`src/fault_cfg_pkg.sv`:
```
// package with register map, field layout and timing constants
package fault_cfg_pkg;
    // ==========================================
    // register map
    localparam logic [7:0] fault_config_one_addr = 8'h92;
    localparam logic [31:0] fault_config_one_reset = 32'h0000_0000;
    // ==========================================
    // field positions
    localparam int deg_lsb = 27;
    localparam int deg_msb = 29;
    localparam int mode_lsb = 23;
    localparam int mode_msb = 26;
    localparam int lock_lsb = 19;
    localparam int lock_msb = 22;
    localparam int retry_lsb = 8;
    localparam int retry_msb = 10;
    // ==========================================
    // limit mode encodings
    typedef enum logic [3:0] {
        mode_next_pwm_flt = 4'h0,
        mode_next_pwm = 4'h1,
        mode_below_flt = 4'h2,
        mode_below = 4'h3,
        mode_retry_flt = 4'h4,
        mode_retry = 4'h5,
        mode_report = 4'h6
    } limit_mode_t;
    // ==========================================
    // deglitch times in ms and clock rate
    localparam int clk_hz = 40_000_000;
    localparam int deg_ms_0 = 1;
    localparam int deg_ms_1 = 10;
    localparam int deg_ms_2 = 25;
    localparam int deg_ms_3 = 50;
    localparam int deg_ms_4 = 100;
    localparam int deg_ms_5 = 250;
    localparam int deg_ms_6 = 500;
    localparam int deg_ms_7 = 1000;
    localparam int cycles_per_ms = clk_hz / 1000;
endpackage : fault_cfg_pkg

```
`src/fault_config_current_limit.sv`:
```
// fault configuration register with current-limit response logic
//
// Contract
// RULE1 - A 32-bit register at address 92h resets to all zeros.
// RULE2 - Bits 29-27 pick the no-motor deglitch time of 1 to 1000 ms.
// RULE3 - Modes 0h/1h recirculate, resume next PWM cycle, fault pin on 0h.
// RULE4 - High-side modes 2h/3h recirculate until phase drop, fault on 2h.
// RULE5 - Modes 4h/5h resume after the retry PWM count, fault pin on 4h.
// RULE6 - Mode 6h only reports an overcurrent and leaves the bridge alone.
// RULE7 - Modes 7h to Fh disable cycle-by-cycle limiting.
// RULE8 - Lock threshold is the bits 22-19 value divided by sense gain.
// RULE9 - Reserved bits store and read back as written and steer nothing.
`timescale 1ns/1ps
module fault_config_current_limit
    import fault_cfg_pkg::*;
#(
    parameter int cyc_per_ms = cycles_per_ms
) (
    // clock and reset
    input wire logic clk,
    input wire logic reset,
    // register port
    input wire logic reg_write,
    input wire logic [7:0] reg_addr,
    input wire logic [31:0] reg_wdata,
    output logic [31:0] reg_rdata,
    // drive status inputs (asynchronous)
    input wire logic overcurrent,
    input wire logic phase_sense_voltage_high,
    input wire logic pwm_cycle_start,
    input wire logic high_side_mod,
    input wire logic no_motor_raw,
    input wire logic [3:0] sense_amp_gain,
    // outputs
    output logic recirculate,
    output logic limit_report,
    output logic fault_indicator_n,
    output logic no_motor,
    output logic [3:0] lock_limit_code,
    output logic [3:0] lock_gain
);
    // ==========================================
    // input synchronisers
    logic [1:0] oc_s, vs_s, pw_s, hs_s, nm_s;
    logic pw_d;
    always_ff @(posedge clk or posedge reset) begin
        if (reset) begin
            oc_s <= 2'b00;
            vs_s <= 2'b00;
            pw_s <= 2'b00;
            hs_s <= 2'b00;
            nm_s <= 2'b00;
            pw_d <= 1'b0;
        end else begin
            oc_s <= {oc_s[0], overcurrent};
            vs_s <= {vs_s[0], phase_sense_voltage_high};
            pw_s <= {pw_s[0], pwm_cycle_start};
            hs_s <= {hs_s[0], high_side_mod};
            nm_s <= {nm_s[0], no_motor_raw};
            pw_d <= pw_s[1];
        end
    end
    logic oc, vs, pwm_edge, hs;
    assign oc = oc_s[1];
    assign vs = vs_s[1];
    assign hs = hs_s[1];
    assign pwm_edge = pw_s[1] & ~pw_d;

    // ==========================================
    // register
    logic [31:0] fault_config_one;
    logic [31:0] next_cfg;
    always_comb begin
        next_cfg = fault_config_one;
        if (reg_write && reg_addr == fault_config_one_addr) begin
            next_cfg = reg_wdata; // whole word kept [RULE9]
        end
    end
    always_ff @(posedge clk or posedge reset) begin
        if (reset) begin
            fault_config_one <= fault_config_one_reset; // [RULE1]
            reg_rdata <= fault_config_one_reset;
        end else begin
            fault_config_one <= next_cfg;
            reg_rdata <= (reg_addr == fault_config_one_addr) ?
                fault_config_one : 32'h0000_0000;
        end
    end

    logic [3:0] mode;
    logic [2:0] retry_n;
    assign mode = fault_config_one[mode_msb:mode_lsb];
    assign retry_n = fault_config_one[retry_msb:retry_lsb];

    // ==========================================
    // no-motor deglitch
    no_motor_deglitch #(.cyc_per_ms(cyc_per_ms)) u_deg (
        .clk(clk),
        .reset(reset),
        .sel(fault_config_one[deg_msb:deg_lsb]), // [RULE2]
        .raw(nm_s[1]),
        .filtered(no_motor)
    );

    // ==========================================
    // current-limit response state
    typedef enum logic [1:0] {
        st_drive = 2'b00,
        st_recirc = 2'b01
    } lim_state_t;
    lim_state_t state, next_state;
    logic [2:0] retries, next_retries;
    logic flt, next_flt;
    logic rpt, next_rpt;

    always_comb begin
        next_state = state;
        next_retries = retries;
        next_flt = flt;
        next_rpt = 1'b0;
        case (state)
            st_drive: begin
                next_flt = 1'b0;
                if (oc) begin
                    case (mode)
                        mode_next_pwm_flt, mode_next_pwm,
                        mode_retry_flt, mode_retry: begin
                            next_state = st_recirc; // [RULE3] [RULE5]
                            next_flt = (mode == mode_next_pwm_flt) ||
                                (mode == mode_retry_flt);
                            next_retries = 3'b000;
                        end
                        mode_below_flt, mode_below: begin
                            if (hs) begin // [RULE4]
                                next_state = st_recirc;
                                next_flt = (mode == mode_below_flt);
                            end
                        end
                        mode_report: next_rpt = 1'b1; // [RULE6]
                        default: ; // limiting off [RULE7]
                    endcase
                end
            end
            st_recirc: begin
                case (mode)
                    mode_next_pwm_flt, mode_next_pwm: begin
                        if (pwm_edge) next_state = st_drive; // [RULE3]
                    end
                    mode_below_flt, mode_below: begin
                        if (!vs) next_state = st_drive; // [RULE4]
                    end
                    mode_retry_flt, mode_retry: begin
                        if (pwm_edge) begin // [RULE5]
                            if (retries >= retry_n) next_state = st_drive;
                            else next_retries = retries + 3'b001;
                        end
                    end
                    default: next_state = st_drive; // [RULE7]
                endcase
                if (next_state == st_drive) next_flt = 1'b0;
            end
            default: next_state = st_drive;
        endcase
    end

    always_ff @(posedge clk or posedge reset) begin
        if (reset) begin
            state <= st_drive;
            retries <= 3'b000;
            flt <= 1'b0;
            rpt <= 1'b0;
        end else begin
            state <= next_state;
            retries <= next_retries;
            flt <= next_flt;
            rpt <= next_rpt;
        end
    end

    // ==========================================
    // outputs
    assign recirculate = (state == st_recirc);
    assign limit_report = rpt;
    assign fault_indicator_n = ~flt;
    // threshold amps = code / gain, left to the analog side [RULE8]
    assign lock_limit_code = fault_config_one[lock_msb:lock_lsb];
    assign lock_gain = sense_amp_gain;

    // ==========================================
    // assertions
    a_reset_zero: assert property ( // [RULE1]
        @(posedge clk)
        $fell(reset) |-> fault_config_one == fault_config_one_reset)
        else $error("register not zero after reset");
    a_report_only: assert property ( // [RULE6]
        @(posedge clk) disable iff (reset)
        (state == st_drive && oc && mode == mode_report) |=>
        (limit_report && !recirculate))
        else $error("report mode acted on bridge");
    a_disabled_idle: assert property ( // [RULE7]
        @(posedge clk) disable iff (reset)
        (state == st_drive && mode > 4'(mode_report)) |=> !recirculate)
        else $error("disabled mode recirculated");
    a_fault_pin_mode: assert property ( // [RULE3]
        @(posedge clk) disable iff (reset)
        (state == st_drive && oc && mode == mode_next_pwm) |=>
        (recirculate && fault_indicator_n))
        else $error("mode 1 drove fault pin");
    a_below_hold: assert property ( // [RULE4]
        @(posedge clk) disable iff (reset)
        (recirculate && mode == mode_below_flt && vs) |=>
        (recirculate && !fault_indicator_n))
        else $error("mode 2 left recirculation early");
    a_retry_fault: assert property ( // [RULE5]
        @(posedge clk) disable iff (reset)
        (state == st_drive && oc && mode == mode_retry_flt) |=>
        !fault_indicator_n ##0 recirculate)
        else $error("mode 4 missing fault");
    a_reserved_kept: assert property ( // [RULE9]
        @(posedge clk) disable iff (reset)
        (reg_write && reg_addr == fault_config_one_addr) |=>
        fault_config_one == $past(reg_wdata))
        else $error("write not stored whole");
    // the exported lock code may only move on a register write
    a_lock_code: assert property ( // [RULE8]
        @(posedge clk) disable iff (reset)
        !(reg_write && reg_addr == fault_config_one_addr) |=>
        $stable(lock_limit_code))
        else $error("lock code moved without a write");
endmodule : fault_config_current_limit

```
`src/no_motor_deglitch.sv`:
```
// deglitch filter for the no-motor detect input
`timescale 1ns/1ps
module no_motor_deglitch
    import fault_cfg_pkg::*;
#(
    parameter int cyc_per_ms = cycles_per_ms
) (
    // clock and reset
    input wire logic clk,
    input wire logic reset,
    // control
    input wire logic [2:0] sel,
    input wire logic raw,
    // result
    output logic filtered
);
    localparam int cnt_w = 36;

    // ==========================================
    // deglitch time lookup
    function automatic logic [cnt_w-1:0] deg_cycles(input logic [2:0] s);
        int ms;
        case (s)
            3'd0: ms = deg_ms_0;
            3'd1: ms = deg_ms_1;
            3'd2: ms = deg_ms_2;
            3'd3: ms = deg_ms_3;
            3'd4: ms = deg_ms_4;
            3'd5: ms = deg_ms_5;
            3'd6: ms = deg_ms_6;
            default: ms = deg_ms_7;
        endcase
        deg_cycles = cnt_w'(ms) * cnt_w'(cyc_per_ms);
    endfunction : deg_cycles

    logic [cnt_w-1:0] count;
    logic [cnt_w-1:0] next_count;
    logic next_filtered;

    // count while raw differs from filtered; adopt after the full time
    always_comb begin
        next_count = '0;
        next_filtered = filtered;
        if (raw != filtered) begin
            if (count + cnt_w'(1) >= deg_cycles(sel)) begin
                next_filtered = raw;
            end else begin
                next_count = count + cnt_w'(1);
            end
        end
    end

    // filter state
    always_ff @(posedge clk or posedge reset) begin
        if (reset) begin
            count <= '0;
            filtered <= 1'b0;
        end else begin
            count <= next_count;
            filtered <= next_filtered;
        end
    end
endmodule : no_motor_deglitch
```
`config.mk`:
```
export PLATFORM = sky130hd
export DESIGN_NAME = fault_config_current_limit
export DESIGN_NICKNAME = d
export VERILOG_FILES = /design/src/fault_cfg_pkg.sv /design/src/fault_config_current_limit.sv /design/src/no_motor_deglitch.sv
export SDC_FILE = /design/constraint.sdc
export NUM_CORES = 1
export LEC_CHECK = 0
export ABC_AREA = 0
export BUFFER_PORTS_ARGS = -buffer_cell sky130_fd_sc_hd__buf_2
export CAP_MARGIN = 20
export CORE_MARGIN = 4
export CORE_UTILIZATION = 55
export DETAILED_ROUTE_END_ITERATION = 8
export PLACE_DENSITY = 0.82
export SETUP_SLACK_MARGIN = 0.15
export SLEW_MARGIN = 20
export SYNTH_ARGS = -nofsm -noshare
export SYNTH_HDL_FRONTEND = slang
export SYNTH_SLANG_ARGS = --single-unit
```
`constraint.sdc`:
```
create_clock -name clk -period 10.33 [get_ports clk]
set_input_delay 0.5165 -clock clk [delete_from_list [all_inputs] [get_ports clk]]
set_output_delay 0.5165 -clock clk [all_outputs]
set_load 0.05 [all_outputs]
```
==> flow_summary.json <==
{
  "syn_inst": 594,
  "ys_ff_latch": 119,
  "worstMarginPinSlew_ns": 0.9787,
  "num_vias": 4722,
  "track_usage_pct": 21.20,
  "port_buffers": 87,
  "cts_max_path_buffers": 2,
  "cts_resized": 0,
  "setup_tns_ns": 0,
  "finalSetupViolCount": 0,
  "status": "finished, final reports clean",
  "numCtsBuffers": 17,
  "fin_crit_ns": 7.441,
  "postCtsSetupRepairBufs": 0,
  "wl_um": 14170,
  "synth_edf_count": 0,
  "syn_area_um2": 6598,
  "clock_latency_ns": 0.42,
  "grt_pass1_vias": 5154,
  "slew_headroom_pct": 34.70,
  "cts-hold-fix-buffers": 0,
  "clock_skew_ns": 0.009711,
  "p_leak_uw": 0.004020,
  "final_area_um2": 7725,
  "cts.sink_count": 119,
  "yosys_warnings": 0,
  "core_area_um2": 11560,
  "place_area_um2": 7149,
  "cts-root-buf": "clkbuf_16",
  "rsz0062_at_grt": "false",
  "dieWidth_um": 117.5,
  "cp_max_fo": 27,
  "remaining_drc_errors": 0,
  "cts_tree": "done",
  "pin_count": 96,
  "finalHoldViolCount": 0,
  "grt_pass1_wl_um": 23830,
  "path_clk_slew_ns": 0.06,
  "yosysSeqAreaShare_pct": 45.14,
  "firstDrtPassIters": 7,
  "drtIter0Drc": 265,
  "row_count": 39,
  "hp-class": "input port to async pin",
  "gp_congestion": 0.8572,
  "synth_ff_type": "dfrtp_1",
  "drv_cap": 0,
  "antenna_found_initial": 1,
  "startpoint_type": "flop",
  "drive_above_1_share_pct": 23.23,
  "vdd_drop_max_mv": 0.1474,
  "utilization_pct": 66.80,
  "dp_hpwl_um": 10120,
  "vias_per_cell": 5.562,
  "final_max_slew_viol_count": 0,
  "htreeDepth": 4,
  "area_delta_synth_final_pct": 17.09,
  "post-route-period-util_pct": 72.03,
  "die_h_um": 117.5,
  "die_area_um2": 13810,
  "cp.arrival_ns": 7.76,
  "grt_max_degree": 92,
  "overflow": 0,
  "end_kind": "flop",
  "ant_nets": 0,
  "antennaDiodeCount": 0,
  "p_per_area_nw_per_um2": 149.1,
  "post_synth_num_cell_types": 57,
  "ys_async_sr_fraction_pct": 100.0,
  "start_util_pct": 57.05,
  "avgSynthCellArea_um2": 11.11,
  "max_freq_mhz": 134.4,
  "crit_type": "flop to flop",
  "required_ns": 10.65,
  "wl_per_cell_um": 16.69,
  "final_nets": 820
}
## synthesized netlist by cell type (all sizes together) (2+ instances only)
cell type	instances	area [um^2]
a21oi	19	95.09
xor2	11	96.34
dfrtp	119	2978
ha	66	825.8
and2	36	225.2
or3	2	12.51
xnor2	34	297.8
and4b	2	20.02
inv	33	123.9
nand2	27	101.4
clkbuf	8	30.03
o22ai	2	12.51
or2	3	18.77
nor4	6	52.55
conb	2	7.510
mux2	34	382.9
nor3	5	25.02
nor3b	2	15.01
nand3	22	110.1
and4	5	43.79
a311o	2	20.02
o21ai	16	80.07
a21o	5	37.54
buf	14	98.84
nor2	33	123.9
or4	2	15.01
fa	9	180.2
nor2b	29	181.4
nand2b	5	31.28
nand3b	2	15.01
nand4	14	108.9
and3	4	25.02
mux2i	4	40.04
## area by class of cell
class	count	area (um^2)
clock buffers	17	425.4
clock inverters	15	146.4
fillers	814	3840
inverters	33	126.4
multi-input cells	433	3416
flip-flops and latches	119	2978
well taps	143	178.9
repair buffers	89	454.2
## critical path, cell delays in order (launching register included)
cell and delay (ns):
dfrtp_1 0.70, inv_1 0.25, o21ai_0 0.58, ha_1 0.36, ha_1 0.28, inv_1 0.06
fa_1 0.53, inv_1 0.05, fa_1 0.50, fa_1 0.49, ha_1 0.33, a31oi_1 0.27
o21ai_0 0.17, o211ai_1 0.33, o21ai_0 0.21, o31ai_1 0.33, ha_1 0.31, a21o_1 0.18
a21o_1 0.16, a311o_1 0.27, a21oi_1 0.28, nand4_4 0.40, nor2b_1 0.28
## stage by stage
| step | hold WS [ns] | cells | power (uW) | worst slack [ns] |
|---|---|---|---|---|
| 3_3_place_gp | 0.3325 | 817 | 590.9 | 3.393 |
| 2_1_floorplan | 0.3312 | 607 | 569.8 | 4.031 |
| 4_1_cts | 0.07973 | 849 | 1160 | 2.956 |
| 6_report | 0.08609 | 849 | 1152 | 2.889 |
| 3_5_place_dp | 0.3387 | 817 | 596.2 | 3.055 |
| 5_1_grt | 0.1004 | 849 | 1200 | 2.323 |
## layout by cell type, fill, tap and decap left out, drive strengths merged, types with 19 or more instances in the layout
cell / n
a21oi: 19
and2: 36
nand2: 27
ha: 66
dfrtp: 119
inv: 37
nand3: 22
mux2: 34
buf: 89
xnor2: 34
nor2: 33
nor2b: 29
## report_power, final
group	internal, uW	leakage, uW	switching (uW)
Combinational	41.8	0.00215	60.2
Clock	335	0.000268	227
Sequential	478	0.00160	10.4
Total	854	0.00402	297
## metal layers
metal	GRT usage [%]	part of all wire (%)	vias up	wire [um]
li1	-	-	2227	-
met1	23.64	38	2306	5440
met2	38.22	53	162	7521
met3	7.160	6.8	27	961
met4	6.667	1.7	0	242
met5	0	0	-	0
## flip-flops by register name, summed over array words and instances (netlist names)
signal	flops
u_deg.count	36
fault_config_one	32
reg_rdata	32
retries	3
hs_s	2
nm_s	2
oc_s	2
pw_s	2
state	2
vs_s	2
flt	1
limit_report	1
pw_d	1
u_deg.filtered	1
## logic make-up (layout without fill, tap and decap cells)
group | count (synthesis) | count (layout) | synth area share, %
XOR/XNOR | 46 | 46 | 6.315
AND/OR/NAND/NOR | 201 | 201 | 17.33
buffers and inverters | 55 | 154 | 3.831
flip-flops | 119 | 119 | 45.14
AO/OA/AOI/OAI | 58 | 58 | 5.614
other | 2 | 15 | 0.1138
adder cells (fa/ha/maj) | 75 | 75 | 15.25
multiplexers | 38 | 38 | 6.410
## path summary, 6_finish.rpt
kind	startpoint	endpoint	slack (ns)	cells after the start
min in group clk	high_side_mod	hs_s[0]	0.21	1
max in group asynchronous	reset	fault_config_one[30]	9.17	3
hold / removal	reset	u_deg.count[21]	0.09	2
hold reg to reg	vs_s[0]	vs_s[1]	0.34	0
setup / recovery	fault_config_one[27]	u_deg.count[2]	2.89	22
setup reg to reg	fault_config_one[27]	u_deg.count[2]	2.89	22
Power figures use the tool's default switching activity.
